--- src/mmd_map.vh ---
`ifndef MMD_MAP_VH
`define MMD_MAP_VH
// ----------------------------------------
// Mode encodings {high, low}
// ----------------------------------------
`define MMD_MODE_BOOT      2'h0
`define MMD_MODE_SINGLE    2'h1
`define MMD_MODE_TEST      2'h2
`define MMD_MODE_EXPANDED  2'h3
// ----------------------------------------
// Memory map constants
// ----------------------------------------
`define MMD_REG_BYTES      16'h0060
`define MMD_RAM_BYTES      16'h0400
`define MMD_EE_BYTES       16'h0200
`define MMD_EE_OFFSET      12'hE00
`define MMD_EE_DEF_PAGE    4'hF
`define MMD_REG_RST_PAGE   4'h1
`define MMD_RAM_RST_PAGE   4'h0
`define MMD_BOOT_BASE      16'hBF00
`define MMD_BOOT_VEC_BASE  16'hBFC0
`define MMD_NORM_VEC_BASE  16'hFFC0
`define MMD_RAM_LAST       16'h03FF
`define MMD_RAM_ENTRY      16'h0000
`define MMD_IDLE_CHARS     4'h4
// ----------------------------------------
// Avalon register offsets (byte addresses) and fields
// ----------------------------------------
`define MMD_OFS_MAPPOS     4'h0
`define MMD_OFS_CONFIG     4'h4
`define MMD_OFS_STATUS     4'h8
`define MMD_OFS_ACCESS     4'hC
`define MMD_MAPPOS_RST     8'h01
`define MMD_CONFIG_RST     8'hF1
`define MMD_CFG_EEON_BIT   0
`define MMD_OR_BIT         8
`endif

--- src/mmd_cfg_store.v ---
`timescale 1ns/1ps
`include "mmd_map.vh"
// Nonvolatile configuration byte, kept apart from the EEPROM array.
// Write is accepted only when the enclosing logic grants privilege.
module mmd_cfg_store #(
    parameter [7:0] RESET_VALUE = `MMD_CONFIG_RST
) (
    clk,
    rst,
    ce,
    wrEn,
    wrData,
    rdData
);
    input  wire       clk;
    input  wire       rst;
    input  wire       ce;
    input  wire       wrEn;
    input  wire [7:0] wrData;
    output wire [7:0] rdData;

    reg [7:0] cell_q;

    // --------------------------------------------------------------
    // Storage cell
    // --------------------------------------------------------------
    // Reset stands in for the erased/factory content of the cell
    always @(posedge clk) begin
        if (rst) begin
            cell_q <= RESET_VALUE;
        end else if (ce && wrEn) begin
            cell_q <= wrData;
        end
    end

    assign rdData = cell_q;
endmodule // mmd_cfg_store

--- src/mmd_mode_map.v ---
`timescale 1ns/1ps
`include "mmd_map.vh"

// Notes on behaviour
// - Mode pins are captured while reset is held; captured pair sets mode.
// - Single-chip: no external bus; ports B, C, F are general I/O.
// - Expanded: full 64-Kbyte space; unclaimed addresses go external.
// - Expanded bus: high address on B, low address on F, data on C.
// - Read/write output marks port C direction; outside parts follow it.
// - Test mode keeps expanded bus and allows config and calibration writes.
// - Bootstrap: vectors come from boot ROM top 64 bytes.
// - Loader takes up to 1024 bytes; jumps to zero on idle or last byte.
// - Loader makes port D open-drain; transmit pin needs external pull-up.
// - Bootstrap interrupt vectors point into RAM via a jump table.
// - Registers and RAM decode identically in expanded and single-chip modes; EEPROM place and enable differ.
// - Register block at 0x1000 after reset; relocatable on 4-Kbyte pages.
// - RAM at zero after reset; relocatable on 4-Kbyte pages.
// - Registers win over RAM in a shared page; low 96 RAM bytes hidden.
// - Expanded: EEPROM at 0xFE00 after reset when the config byte enables it.
// - Expanded and test: EEPROM at page field, offset 0xE00.
// - Single-chip and bootstrap: EEPROM forced on at default place.
// - Bootstrap: boot ROM claims all of 0xBF00 to 0xBFFF.
// - Configuration byte is a separate cell outside the EEPROM array.
// - RAM page equals RAM field of map-position register.
// - Register page equals register field of map-position register.
// - Boot ROM is absent from the map in normal modes.
// - Test mode: EEPROM starts disabled after reset.
module mmd_mode_map (
    clk,
    rst,
    ce,
    modeSelHigh,
    modeSelLow,
    avsAddress,
    avsRead,
    avsWrite,
    avsWriteData,
    avsReadData,
    avsWaitRequest,
    cpuAddr,
    cpuValid,
    cpuWrite,
    cpuWrData,
    cpuRdData,
    cpuAckPulse,
    portBOut,
    portFOut,
    portCOut,
    portCOe,
    portCIn,
    gpioB,
    gpioF,
    gpioCOut,
    gpioCOe,
    gpioCIn,
    rdWrN,
    selReg,
    selRam,
    selEe,
    selBoot,
    selExt,
    vectorBase,
    portDOpenDrain,
    modeOut
);
    input  wire        clk;
    input  wire        rst;
    input  wire        ce;
    input  wire        modeSelHigh;
    input  wire        modeSelLow;
    input  wire [3:0]  avsAddress;
    input  wire        avsRead;
    input  wire        avsWrite;
    input  wire [31:0] avsWriteData;
    output reg  [31:0] avsReadData;
    output wire        avsWaitRequest;
    input  wire [15:0] cpuAddr;
    input  wire        cpuValid;
    input  wire        cpuWrite;
    input  wire [7:0]  cpuWrData;
    output reg  [7:0]  cpuRdData;
    output reg         cpuAckPulse;
    output reg  [7:0]  portBOut;
    output reg  [7:0]  portFOut;
    output reg  [7:0]  portCOut;
    output reg         portCOe;
    input  wire [7:0]  portCIn;
    input  wire [7:0]  gpioB;
    input  wire [7:0]  gpioF;
    input  wire [7:0]  gpioCOut;
    input  wire        gpioCOe;
    output wire [7:0]  gpioCIn;
    output reg         rdWrN;
    output wire        selReg;
    output wire        selRam;
    output wire        selEe;
    output wire        selBoot;
    output wire        selExt;
    output wire [15:0] vectorBase;
    output wire        portDOpenDrain;
    output wire [1:0]  modeOut;

    // --------------------------------------------------------------
    // Pin synchronisers and mode capture
    // --------------------------------------------------------------
    reg  [1:0] pinMeta_q;
    reg  [1:0] pinSync_q;
    reg  [7:0] portCMeta_q;
    reg  [7:0] portCSync_q;
    reg  [1:0] mode_q;
    reg        cfgUnlocked_q;

    // Two stages before anything reads the straps or the data bus
    always @(posedge clk) begin
        if (ce) begin
            pinMeta_q   <= {modeSelHigh, modeSelLow};
            pinSync_q   <= pinMeta_q;
            portCMeta_q <= portCIn;
            portCSync_q <= portCMeta_q;
        end
    end

    // Straps tracked during reset; value at release is the one kept
    always @(posedge clk) begin
        if (ce && rst) begin
            mode_q <= pinSync_q;
        end
    end

    wire isBoot   = (mode_q == `MMD_MODE_BOOT);
    wire isSingle = (mode_q == `MMD_MODE_SINGLE);
    wire isTest   = (mode_q == `MMD_MODE_TEST);
    wire isExp    = (mode_q == `MMD_MODE_EXPANDED);
    wire busMode  = isExp | isTest;
    assign modeOut = mode_q;

    // --------------------------------------------------------------
    // Map-position and configuration state
    // --------------------------------------------------------------
    reg  [7:0] mapPos_q;
    reg  [7:0] cfgTestEe_q;
    wire [7:0] cfgByte;
    wire       cfgWrEn;
    wire [3:0] ramPage = mapPos_q[7:4];
    wire [3:0] regPage = mapPos_q[3:0];
    wire [3:0] eeprom_page_field = cfgByte[7:4];

    // Configuration cell written only in test mode; the unlock flag is not needed
    assign cfgWrEn = avsWrite && (avsAddress == `MMD_OFS_CONFIG) && isTest;

    mmd_cfg_store #(
        .RESET_VALUE (`MMD_CONFIG_RST)
    ) uCfg (
        .clk    (clk),
        .rst    (rst),
        .ce     (ce),
        .wrEn   (cfgWrEn),
        .wrData (avsWriteData[7:0]),
        .rdData (cfgByte)
    );

    // Test mode holds the array off until software enables it
    always @(posedge clk) begin
        if (rst) begin
            cfgTestEe_q   <= 8'h00;
            cfgUnlocked_q <= 1'b0;
        end else if (ce && avsWrite && (avsAddress == `MMD_OFS_ACCESS) && isTest) begin
            cfgTestEe_q   <= avsWriteData[7:0];
            cfgUnlocked_q <= 1'b1;
        end
    end

    // Map position; RAM and registers default to zero and 0x1000
    always @(posedge clk) begin
        if (rst) begin
            mapPos_q <= `MMD_MAPPOS_RST;
        end else if (ce && avsWrite && (avsAddress == `MMD_OFS_MAPPOS)) begin
            mapPos_q <= avsWriteData[7:0];
        end
    end

    // --------------------------------------------------------------
    // Address decode
    // --------------------------------------------------------------
    wire [3:0]  aPage = cpuAddr[15:12];
    wire [11:0] aOfs  = cpuAddr[11:0];
    wire        eeOn;
    wire [3:0]  eePage;

    // Forced on at default place in single-chip and bootstrap
    assign eeOn   = (isSingle | isBoot) ? 1'b1 :
                    isTest ? cfgTestEe_q[`MMD_CFG_EEON_BIT] :
                    cfgByte[`MMD_CFG_EEON_BIT];
    assign eePage = busMode ? eeprom_page_field : `MMD_EE_DEF_PAGE;

    // Map constants cut to the bits that each compare really uses.
    // The EEPROM spans 512 bytes, so three offset bits place it;
    // the boot ROM spans 256 bytes, so the high address byte places it.
    localparam [11:0] EE_OFS    = `MMD_EE_OFFSET;
    localparam [15:0] BOOT_BASE = `MMD_BOOT_BASE;
    localparam [2:0]  EE_OFS_HI = EE_OFS[11:9];
    localparam [7:0]  BOOT_HI   = BOOT_BASE[15:8];

    // Same decode in every mode apart from boot ROM and EEPROM place and enable
    wire hitReg  = (aPage == regPage) && ({4'h0, aOfs} < `MMD_REG_BYTES);
    wire hitRam  = (aPage == ramPage) && ({4'h0, aOfs} < `MMD_RAM_BYTES);
    wire hitEe   = eeOn && (aPage == eePage) && (aOfs[11:9] == EE_OFS_HI);
    wire hitBoot = isBoot && (cpuAddr[15:8] == BOOT_HI);

    // Priority: registers over RAM, then ROM, EEPROM, external
    assign selReg  = cpuValid && hitReg;
    assign selRam  = cpuValid && hitRam && !hitReg;
    assign selBoot = cpuValid && hitBoot && !hitReg && !hitRam;
    assign selEe   = cpuValid && hitEe && !hitReg && !hitRam && !hitBoot;
    assign selExt  = cpuValid && busMode && !(hitReg | hitRam | hitBoot | hitEe);

    // Vectors come from boot ROM top block only in bootstrap
    assign vectorBase     = isBoot ? `MMD_BOOT_VEC_BASE : `MMD_NORM_VEC_BASE;
    // Loader drives port D wired-OR; the pull-up is outside
    assign portDOpenDrain = isBoot;

    // --------------------------------------------------------------
    // Expansion bus engine
    // --------------------------------------------------------------
    localparam ST_IDLE = 2'h0;
    localparam ST_ADDR = 2'h1;
    localparam ST_DATA = 2'h2;
    localparam ST_HOLD = 2'h3;
    reg  [1:0] st_q;

    // Cycle: IDLE takes the request and puts out address and direction,
    // ADDR and HOLD give the far side time and let the returned byte pass
    // both synchroniser stages, DATA takes the byte and acks.
    // A request still up in the ack cycle is not taken again, so the core
    // drops valid on the edge that samples the ack; a shorter cycle would
    // hand back whatever the data pins showed for the previous address.
    always @(posedge clk) begin
        if (rst) begin
            st_q        <= ST_IDLE;
            portBOut    <= 8'h00;
            portFOut    <= 8'h00;
            portCOut    <= 8'h00;
            portCOe     <= 1'b0;
            rdWrN       <= 1'b1;
            cpuRdData   <= 8'h00;
            cpuAckPulse <= 1'b0;
        end else if (ce) begin
            cpuAckPulse <= 1'b0;
            case (st_q)
                ST_IDLE: begin
                    if (busMode) begin
                        if (selExt && !cpuAckPulse) begin
                            portBOut <= cpuAddr[15:8];
                            portFOut <= cpuAddr[7:0];
                            rdWrN    <= !cpuWrite;
                            portCOut <= cpuWrData;
                            portCOe  <= cpuWrite;
                            st_q     <= ST_ADDR;
                        end else begin
                            portCOe <= 1'b0;
                            rdWrN   <= 1'b1;
                        end
                    end else begin
                        // No bus: pins belong to general I/O
                        portBOut <= gpioB;
                        portFOut <= gpioF;
                        portCOut <= gpioCOut;
                        portCOe  <= gpioCOe;
                        rdWrN    <= 1'b1;
                    end
                end
                ST_ADDR: begin
                    // Far side sees a stable address from here on
                    st_q <= ST_HOLD;
                end
                ST_HOLD: begin
                    st_q <= ST_DATA;
                end
                ST_DATA: begin
                    // Both sync stages now hold the byte for this address
                    cpuRdData   <= portCSync_q;
                    cpuAckPulse <= 1'b1;
                    portCOe     <= 1'b0;
                    rdWrN       <= 1'b1;
                    st_q        <= ST_IDLE;
                end
                default: begin
                    st_q <= ST_IDLE;
                end
            endcase
        end
    end

    assign gpioCIn = portCSync_q;

    // --------------------------------------------------------------
    // Avalon slave: writes take no wait, reads take one
    // --------------------------------------------------------------
    // Read data come from a register, so the first read edge loads it
    // and waitrequest keeps the master waiting until the word stands;
    // a zero-wait read would hand the master the previous read's word
    reg         rdDone_q;
    reg  [31:0] rdMux;
    wire [31:0] statusWord;

    assign avsWaitRequest = avsRead && !rdDone_q;

    // Status: mode, EEPROM page, boot, EEPROM on, two spare, unlocked
    assign statusWord = {21'h000000, cfgUnlocked_q, 2'h0, eeOn, isBoot, eePage, mode_q};

    // Register select for reads; unmapped offsets read as zero
    always @* begin
        case (avsAddress)
            `MMD_OFS_MAPPOS: rdMux = {24'h000000, mapPos_q};
            `MMD_OFS_CONFIG: rdMux = {24'h000000, cfgByte};
            `MMD_OFS_STATUS: rdMux = statusWord;
            `MMD_OFS_ACCESS: rdMux = {24'h000000, cfgTestEe_q};
            default:         rdMux = 32'h0000_0000;
        endcase
    end

    // First read edge loads the word, the next one lets the master take it
    always @(posedge clk) begin
        if (rst) begin
            avsReadData <= 32'h0000_0000;
            rdDone_q    <= 1'b0;
        end else if (ce) begin
            if (avsRead && !rdDone_q) begin
                avsReadData <= rdMux;
                rdDone_q    <= 1'b1;
            end else begin
                rdDone_q    <= 1'b0;
            end
        end
    end

    // Loader sequencing runs as firmware; the decode above only
    // keeps its RAM window reachable from zero up to the last RAM byte.
    // The idle timeout and byte count live in that firmware, not here.
endmodule // mmd_mode_map

--- config.mk ---
export PLATFORM = sky130hd
export DESIGN_NAME = mmd_mode_map
export DESIGN_NICKNAME = d
export VERILOG_FILES = /design/src/mmd_cfg_store.v /design/src/mmd_mode_map.v
export VERILOG_INCLUDE_DIRS = /design/src
export SDC_FILE = /design/constraint.sdc
export NUM_CORES = 1
export LEC_CHECK = 0
export BUFFER_PORTS_ARGS = -buffer_cell sky130_fd_sc_hd__buf_2
export CAP_MARGIN = 10
export CORE_MARGIN = 2
export CORE_UTILIZATION = 25
export DETAILED_ROUTE_END_ITERATION = 10
export GPL_TIMING_DRIVEN = 0
export PLACE_DENSITY = 0.5
export SLEW_MARGIN = 30
export SYNTH_ARGS = -nofsm -noshare
export SYNTH_HDL_FRONTEND = slang
export SYNTH_SLANG_ARGS = --single-unit
--- constraint.sdc ---
create_clock -name clk -period 2.3 [get_ports clk]
set_input_delay 0.115 -clock clk [delete_from_list [all_inputs] [get_ports clk]]
set_output_delay 0.115 -clock clk [all_outputs]
set_load 0.03 [all_outputs]
==> out/results.txt, run 1 <==
Sequential fraction of the synthesis area: 46.4%
H-Tree Level Count: 3
DP Wirelength: 10.6 mm
Skew-Pair Late Insertion Delay: 360 ps
Max Slew Vio Count: 0
Sw Share: 30.1%
Vias in the first global route: 3,939
CP endpoint kind: primary output
Synth cell types: 45
Clock Root Buffer: clkbuf_16
Worst clock skew: 11.0 ps
WS Path Type: reg2out
Final setup TNS: -31.5 ps
Post-synthesis async set-or-reset flop share: 0%
Avg WL per Cell: 15.7 um
Starting Density: 25.4%
EDFF count, synth: 22
Number of core rows: 49
DRC viols: 0
Seq pwr share: 44.7%
Commonest non-fill, non-tap cell in the layout: buf_2
WP data required: 2180 ps
Leakage: 2.73 nW
Via density: 4.55
Tmin final: 2330 ps
Placed insts: 848
Clk sinks: 94
Ranking of synthesized cells by area: dfxtp_1 (32%), edfxtp_1 (15%), mux2i_1 (9.9%), a211oi_1 (6.3%), buf_4 (6.3%)
Die Ht: 139 um
Synth warn: 0
VDD IR max: 0.604 mV
Measured slew at the worst slew-check pin: 879 ps
Core Area: 0.0178 mm2
Cells after synthesis: 448
Area Growth Syn to Fin: 37.8%
Final Hold Fails: 0
Power per cell area: 656 mW/mm2
Filler Cells Inserted: 1,863
Post-Syn Area per Cell: 10.1 um2
Die X: 139 um
P_int: 0.00286 W
Critical path launch point type: register
CTS tree: yes
Pre-antenna DRT Iters: 4
CTS buffer count: 9
Power share of the combinational group: 20.4%
Final WS setup: -31.5 ps
F_max: 0.429 GHz
1st-iter DRT viols: 239
Most frequent cells in the layout: buf_2 (140), dfxtp_1 (72), mux2i_1 (45)
Worst Hold Margin: 12.8 ps
Antenna Nets Post-Route: 0
Max_slew headroom: 40.9%
Die area: 0.0192 mm2
Final cell count without fillers: 884
CP arrival: 2220 ps
Flops & latches, synth: 94
Final setup fails: 1
Clk buf depth: 2
Worst-path fanout max: 5
Sw power: 0.00123 W
Cell Area, Synth: 0.00453 mm2
Placer Congestion: 0.830
Drt total wl: 13.9 mm
Gr usage total: 14.4%
Period utilization: 101%
RSZ-0062 raised after global routing: yes
Status: finished, violations left
# port buffers: 135
Pin count of the biggest net entering global routing: 22
Io pins: 202
Primary FF master, synth: dfxtp_1
First-pass GRT wire length: 21.5 mm
Clock share of power: 34.9%
Clk slew on worst S/H paths: 70 ps
Post-synth top area share: 31.8%
Initial antenna violation count: 0
Largest area contributor in the netlist: dfxtp_1
Total gr overflow: 0
Share of cells above drive strength 1: 38.7%
Final net count: 751
Failing checks: setup timing
Maxcap violations: 0
Hold Path Class: in2reg
Vias: 4,024
==> path summary, 6_finish.rpt <==
check / start / endpoint / slack (ps) / cells past startpoint
worst min-delay path: avsWriteData[4] / uCfg.rdData[4]$_SDFFE_PP1P_ / 10 / 2
worst max-delay path: modeOut[1]$_DFFE_PP_ / selExt / -30 / 7
worst min register to register: pinSync_q[1]$_DFFE_PP_ / modeOut[1]$_DFFE_PP_ / 420 / 0
worst max register to register: modeOut[1]$_DFFE_PP_ / portCOut[3]$_SDFFE_PP0P_ / 10 / 9
==> power by group through the flow <==
stage | clock network, W | registers, W | logic, W
2_1_floorplan | 0 | 0.00198 | 0.000410
3_3_place_gp | 0 | 0.00186 | 0.000759
3_5_place_dp | 0 | 0.00186 | 0.000774
4_1_cts | 0.00148 | 0.00182 | 0.000798
5_1_grt | 0.00156 | 0.00184 | 0.000891
6_report | 0.00143 | 0.00183 | 0.000835
==> per-layer routing <==
metal	routed length, um	GRT usage, %	share of wire (%)
met5	0	0	0
met4	362	5.26	2.6
met3	1280	5.73	9.2
met2	6500	23.2	47
met1	5770	17.5	41
==> registers in the layout (all words and copies together), names as in the netlist, 8 cells and up <==
signal,count
portCOut,8
cpuRdData,8
uCfg.rdData,8
avsReadData,9
portCMeta_q,8
portFOut,8
portBOut,8
mapPos_q,8
gpioCIn,8
cfgTestEe_q,8
==> final cells by class <==
cell class | instances | area, um2 | share of cell area (%)
sequential | 94 | 2100 | 33.7
tap | 229 | 287 | 4.59
antenna | 1 | 2.50 | 0.0401
multi-input combinational | 316 | 2190 | 35.1
timing repair buffer | 155 | 880 | 14.1
buffer | 67 | 469 | 7.52
inverter | 6 | 22.5 | 0.361
clock buffer | 10 | 239 | 3.83
clock inverter | 6 | 45.0 | 0.722
==> cells by family after synthesis <==
| kind of cell | after synthesis | share of synthesized area [%] |
|---|---|---|
| multiplexers | 45 | 9.95 |
| AO/OA/AOI/OAI | 104 | 18.4 |
| AND/OR/NAND/NOR | 119 | 12.8 |
| flip-flops | 94 | 46.4 |
| other | 2 | 0.166 |
| buffers and inverters | 74 | 10.3 |
| XOR/XNOR | 10 | 1.93 |
==> Yosys cell counts (all sizes together), types with 2 or more instances <==
cell type and number:
nand4b 2, nand2 34, nand4 2, buf 52, and3 2, o31a 2
o21ai 4, dfxtp 72, xnor2 6, a21oi 25, clkbuf 16, nor3 8
nor2b 11, edfxtp 22, inv 6, nand3 12, nor4 3, mux2i 45
and2 3, nor2 35, a211o 5, a221oi 4, nand2b 2, o22ai 2
a211oi 57, xor2 4, conb 2
==> critical path, stage by stage, from the launching register on <==
cell and delay [ps]:
edfxtp_1 510, nor4bb_4 200, o31a_1 250, o22a_1 250, a211oi_4 260, buf_6 140, and2_4 130, buf_6 120
==> timing repair <==
action                                  in CTS  in global routing
buffers inserted                             4                  5
gates resized for setup                      4                 27
hold buffers                                11                  0
endpoints found under the setup margin      30                 27
hold endpoints to repair                    11                  0
pin swaps                                    4                  2
==> per-stage QoR <==
stage	setup WS [ps]	cell area [um2]	utilization, %	power (W)
after floorplan	19.4	4670	-	0.00239
after global placement	-314	5630	31.6	0.00262
after detailed placement	-233	5640	31.6	0.00264
after CTS	-65.7	6080	34.1	0.00410
after global routing	-106	6240	35.0	0.00428
final	-31.5	6240	35.0	0.00409
No activity file was read; power rests on OpenSTA's default activity.
==> run 2: changes to the inputs <==
--- a/config.mk
+++ b/config.mk
@@ -12,6 +12,7 @@
 export CORE_UTILIZATION = 25
 export DETAILED_ROUTE_END_ITERATION = 10
 export GPL_TIMING_DRIVEN = 0
+export MAX_ROUTING_LAYER = met4
 export PLACE_DENSITY = 0.5
 export SLEW_MARGIN = 30
 export SYNTH_ARGS = -nofsm -noshare
==> run 2 against run 1 <==
Against the previous run:
- the run still ends with setup timing left
- critical path depth is the same
- fmax rose by 0.25%
- sequential share of layout area barely moved
- setup slack improved by 5.9 ps
- critical endpoint unchanged
- largest power group unchanged
==> out/results.txt, run 2 (synthesis results as in run 1) <==
Measured slew at the worst slew-check pin: 878 ps
Maxcap violations: 0
Tmin final: 2330 ps
Final setup fails: 1
Gr usage total: 14.8%
Pre-antenna DRT Iters: 4
WP data required: 2180 ps
WP buf/inv: 2
Commonest non-fill, non-tap cell in the layout: buf_2
Clk slew on worst S/H paths: 70 ps
Share of cells above drive strength 1: 38.5%
DRT met1 WL: 5.91 mm
Skew-Pair Late Insertion Delay: 350 ps
Total length of routed met2 wires: 6.55 mm
RSZ-0062 raised after global routing: yes
Most frequent CP cell: buf_6
Power share of the combinational group: 20.4%
Cell count along the critical path: 7
Clk buf depth: 2
WS Path Type: reg2out
CTS tree: yes
Pin count of the biggest net entering global routing: 22
Vias in the first global route: 3,954
Worst hold path startpoint: avsWriteData[4]
Clk sinks: 94
Area after DPL: 0.00564 mm2
Power Total: 0.00409 W
Worst path cell trace: nor4bb_4, o31a_1, o22a_1, a211oi_4, buf_6, and2_4, buf_6
Die area: 0.0192 mm2
Number of core rows: 49
Max_slew headroom: 41.0%
Avg WL per Cell: 15.7 um
Max incr delay on CP: 500 ps
Register bank with the most flops: avsReadData
Critical Path Source: modeOut[1]$_DFFE_PP_
CP arrival: 2210 ps
Die X: 139 um
P_int: 0.00286 W
Hold Path Class: in2reg
Clock share of power: 35.0%
Failing checks: setup timing
Met3 routed WL: 1.15 mm
Max reg flops: 9
Final WS setup: -25.6 ps
Max layer used: met4
Total gr overflow: 0
Status: finished, violations left
Initial antenna violation count: 0
F_max: 0.430 GHz
Antenna Nets Post-Route: 0
Setup WS pre-CTS: -233 ps
CTS buffer count: 9
# port buffers: 135
Sw Share: 30.1%
Io pins: 202
DRC viols: 0
Drt total wl: 13.9 mm
Core Area: 0.0178 mm2
Slowest-stage cell, CP: edfxtp_1
Seq pwr share: 44.7%
Sw power: 0.00123 W
Worst-path fanout max: 5
Reg2reg start: modeOut[1]$_DFFE_PP_
CP endpoint kind: primary output
Power per cell area: 656 mW/mm2
Vias: 4,008
CP delay by family, top: compound AO/OA/AOI/OAI gates
Area Growth Syn to Fin: 37.7%
First-pass GRT wire length: 21.5 mm
Placer Congestion: 0.843
Max Slew Vio Count: 0
Hold Path Cell Cnt: 2
DP Wirelength: 10.6 mm
Clock Root Buffer: clkbuf_16
Most frequent cells in the layout: buf_2 (140), dfxtp_1 (72), mux2i_1 (45)
1st-iter DRT viols: 209
Via density: 4.53
H-Tree Level Count: 3
Critical path launch point type: register
Die Ht: 139 um
Final net count: 751
Design area: 0.00624 mm2
Worst clock skew: 10.6 ps
Period utilization: 101%
Final Hold Fails: 0
Starting Density: 25.4%
VDD IR max: 0.606 mV
Leakage: 2.73 nW
Reg2Reg Depth: 9
## run 2: changes by cell type in the layout (fill, tap and decap cells not counted)
| cell | delta |
|---|---|
| diode_2 | +1 |
| a211oi_1 | +1 |
| a211oi_2 | -1 |
## run 2: what timing repair did
action | CTS | global route
endpoints found under the hold margin | 11 | 0
hold buffers | 11 | 0
pin swaps | 4 | 2
endpoints found under the setup margin | 30 | 27
setup buffers | 4 | 5
resized for setup | 4 | 26
## run 2: final timing paths
| path | endpoint | slack, ps |
|---|---|---|
| min | uCfg.rdData[4]$_SDFFE_PP1P_ | 10 |
| min reg2reg | modeOut[0]$_DFFE_PP_ | 420 |
| max | selExt | -30 |
| max reg2reg | portCOut[3]$_SDFFE_PP0P_ | 10 |
## run 2: worst register-to-register path: stages (launching register included)
cell,delay (ps)
edfxtp_1,490
or3b_4,420
a21oi_2,130
o22a_1,220
a211oi_4,90
buf_4,160
buf_6,130
a21o_4,230
buf_12,150
a211oi_2,180
## run 2: area by class of cell
class | instances | area (um2)
Antenna cell | 2 | 5.00
Buffer | 67 | 469
Clock buffer | 10 | 239
Clock inverter | 6 | 45.0
Fill cell | 1864 | 11600
Inverter | 6 | 22.5
Multi-Input combinational cell | 316 | 2190
Sequential cell | 94 | 2100
Tap cell | 229 | 287
Timing Repair Buffer | 155 | 880
## run 2: stage by stage
step / std cells / hold slack [ps] / setup TNS [ps] / util, %
final: 885 / 11.6 / -25.6 / 35.0
after global routing: 883 / 12.4 / -1720 / 34.9
after CTS: 878 / 7.40 / -420 / 34.1
after detailed placement: 848 / 293 / -5360 / 31.6
after global placement: 848 / 293 / -6280 / 31.6
after floorplan: 484 / 214 / 0 / -
## run 2: power groups by stage
stage / Sequential (W) / Combinational [W] / Clock (W)
floorplan: 0.00198 / 0.000410 / 0
global placement: 0.00186 / 0.000759 / 0
detailed placement: 0.00186 / 0.000774 / 0
CTS: 0.00182 / 0.000798 / 0.00148
global route: 0.00184 / 0.000889 / 0.00156
finish: 0.00183 / 0.000833 / 0.00143
## run 2: per-layer routing
| layer | GRT usage [%] | vias up |
|---|---|---|
| li1 | - | 1956 |
| met1 | 17.6 | 1847 |
| met2 | 23.3 | 181 |
| met3 | 5.28 | 24 |
| met4 | 5.26 | 0 |
| met5 | - | - |
==> run 3: changes to the inputs <==
--- a/config.mk
+++ b/config.mk
@@ -13,8 +13,9 @@
 export DETAILED_ROUTE_END_ITERATION = 10
 export GPL_TIMING_DRIVEN = 0
 export MAX_ROUTING_LAYER = met4
-export PLACE_DENSITY = 0.5
+export PLACE_DENSITY = 0.49
 export SLEW_MARGIN = 30
 export SYNTH_ARGS = -nofsm -noshare
 export SYNTH_HDL_FRONTEND = slang
+export SYNTH_HIERARCHICAL = 1
 export SYNTH_SLANG_ARGS = --single-unit
==> run 3 against run 2 <==
Against the previous run:
- non-clock buffer count is 1 lower
- fmax is 0.26% lower
- the flow still finishes with violations (setup timing)
- sequential share of layout area fell by 0.55 points
- critical endpoint is now portFOut[0]$_SDFFE_PP0P_
- core utilization shrank 0.70 points
- die area is 3.2% higher
- clock power is 4% higher
- cell count grew 2.5%
- synthesized cell count rose by 4.5%
==> out/results.txt, run 3 <==
Setup WS pre-CTS: -379 ps
Critical path launch point type: register
Clock share of power: 36.4%
Post-Syn Area per Cell: 9.99 um2
Period utilization: 101%
Leakage: 2.84 nW
Final setup TNS: -149 ps
Cells after synthesis: 468
Simple-gate share of the synthesized area: 17.8%
Sw Share: 28.9%
Measured slew at the worst slew-check pin: 1050 ps
VDD IR max: 0.365 mV
Synth cell types: 50
Commonest non-fill, non-tap cell in the layout: buf_2
Max_slew headroom: 29.9%
Placer Congestion: 0.827
Via density: 4.37
Share of cells above drive strength 1: 36.6%
Final WS setup: -31.7 ps
Sequential fraction of the synthesis area: 45.0%
Primary FF master, synth: dfxtp_1
Final setup fails: 5
Hold Path Class: in2reg
Worst-path fanout max: 7
Io pins: 202
Multiplexer area fraction after synthesis: 14.7%
Antenna Nets Post-Route: 0
Initial antenna violation count: 0
H-Tree Level Count: 3
Reg2Reg Setup Slack: -30 ps
Synth Area in XOR/XNOR: 2.06%
CP endpoint kind: register
Post-synthesis compound-gate area fraction: 10.2%
Filler Cells Inserted: 1,936
Tmin final: 2330 ps
Gr usage total: 14.6%
Post-synthesis async set-or-reset flop share: 0%
Seq pwr share: 44.3%
Area Growth Syn to Fin: 35.7%
Synth warn: 6
CP arrival: 2570 ps
Die area: 0.0198 mm2
Clk buf depth: 2
Design area: 0.00634 mm2
RSZ-0062 raised after global routing: yes
Failing checks: setup timing
Drt total wl: 14.1 mm
Clk slew on worst S/H paths: 70 ps
Status: finished, violations left
Power per cell area: 646 mW/mm2
Pre-antenna DRT Iters: 4
Ranking of synthesized cells by area: dfxtp_1 (31%), edfxtp_1 (14%), mux2i_1 (7.3%), mux2_4 (6.4%), buf_4 (6.1%)
Area after DPL: 0.00580 mm2
CTS tree: yes
Avg WL per Cell: 15.5 um
Vias in the first global route: 3,901
Die X: 141 um
Skew-Pair Late Insertion Delay: 350 ps
Die Ht: 141 um
Core Area: 0.0185 mm2
WS Path Type: reg2reg
Clk sinks: 94
Power share of the combinational group: 19.3%
Largest family of logic cells by synthesized area: simple AND/OR/NAND/NOR gates
Power Total: 0.00410 W
Number of core rows: 50
Commonest cells post-synth: dfxtp_1 (72), nor2_1 (51), buf_4 (38), mux2i_1 (34), nand2_1 (33)
Vias: 3,965
Antenna cell count: 0
Dominant cell by count in the synthesized netlist: dfxtp_1
Clock Root Buffer: clkbuf_16
Starting Density: 25.2%
Pin count of the biggest net entering global routing: 26
F_max: 0.429 GHz
Largest area contributor in the netlist: dfxtp_1
Register bank with the most flops: avsReadData
Flops & latches, synth: 94
# port buffers: 134
Post-synth top area share: 30.8%
Final Hold Fails: 0
Maxcap violations: 0
WP data required: 2540 ps
CTS buffer count: 9
Synth Area in Adders: 0%
Max Slew Vio Count: 0
Cell Area, Synth: 0.00468 mm2
Max reg flops: 9
EDFF count, synth: 22
DRC viols: 0
Most frequent cells in the layout: buf_2 (135), dfxtp_1 (71), nor2_1 (49)
Final net count: 770
DP Wirelength: 10.8 mm
Sw power: 0.00118 W
P_int: 0.00291 W
Worst Hold Margin: 28.6 ps
Worst clock skew: 9.25 ps
First-pass GRT wire length: 21.6 mm
1st-iter DRT viols: 154
Total gr overflow: 0
## run 3: cell types whose count changed in the layout (fill, tap and decap cells not counted), moves of 11 or more
cell      delta
mux2i_1     -11
a22oi_1     +15
nor2_1      +15
a211oi_2    -28
a211oi_1    -28
nor2b_1     +17
mux2_4      +21
## run 3: cell families (layout without fill, tap and decap cells)
logic type | count (synthesis) | count (layout)
AOI/OAI and AO/OA | 68 | 68
other | 2 | 38
xor gates and xnor gates | 11 | 11
and+or+nand+nor | 162 | 162
buffers and inverters | 73 | 242
DFF | 94 | 94
muxes | 58 | 58
## run 3: worst max-delay path, stage by stage (launching register included)
cell and delay [ps]:
edfxtp_1 400, buf_6 160, nand3b_1 150, o31a_1 120, a211o_1 310, or2_4 260
a21oi_4 170, buf_12 140, buf_6 100, buf_16 110, mux2_4 290
## run 3: path summary, 6_finish.rpt
kind | depth (start not counted) | end | from
worst max register to register | 10 | portFOut[0]$_SDFFE_PP0P_ | modeOut[1]$_DFFE_PP_
worst min-delay path | 3 | mapPos_q[0]$_SDFFE_PP1P_ | avsWriteData[0]
worst max-delay path | 10 | portFOut[0]$_SDFFE_PP0P_ | modeOut[1]$_DFFE_PP_
worst min register to register | 0 | gpioCIn[0]$_DFFE_PP_ | portCMeta_q[0]$_DFFE_PP_
## run 3: cell type report
type / instances / area (um2) / share of cell area (%)
plain buffers: 65 / 425 / 6.71
clock buffers: 11 / 255 / 4.02
clock inverters: 5 / 37.5 / 0.592
inverters: 5 / 18.8 / 0.296
multi-input cells: 337 / 2280 / 35.9
flip-flops and latches: 94 / 2100 / 33.2
well taps: 234 / 293 / 4.62
repair buffers: 156 / 931 / 14.7
## run 3: what timing repair did
item                                   4_1_cts  5_1_grt
endpoints found under the hold margin       10        0
hold buffers                                10        0
resized for setup                            5       10
setup buffers                                7        3
gates cloned                                 1        1
setup endpoints to repair                   31       31
pin swaps                                    1        2
## run 3: power groups by stage
stage	Combinational (W)	Sequential [W]	Clock [W]
6_report	0.000791	0.00181	0.00149
5_1_grt	0.000850	0.00182	0.00163
2_1_floorplan	0.000402	0.00196	0
4_1_cts	0.000784	0.00181	0.00156
3_3_place_gp	0.000729	0.00185	0
3_5_place_dp	0.000739	0.00185	0
## run 3: routing by layer
layer | global-route usage (%) | routed length [um] | vias to the layer above
met2 | 23.6 | 6780 | 127
met4 | 4.53 | 210 | 0
met5 | - | 0 | -
li1 | - | - | 1962
met3 | 2.68 | 751 | 15
met1 | 18.5 | 6360 | 1861
## run 3: metrics by stage
stage / utilization [%] / std cells
2_1_floorplan: - / 504
3_3_place_gp: 31.3 / 872
3_5_place_dp: 31.3 / 872
4_1_cts: 34.0 / 906
5_1_grt: 34.3 / 907
6_report: 34.3 / 907
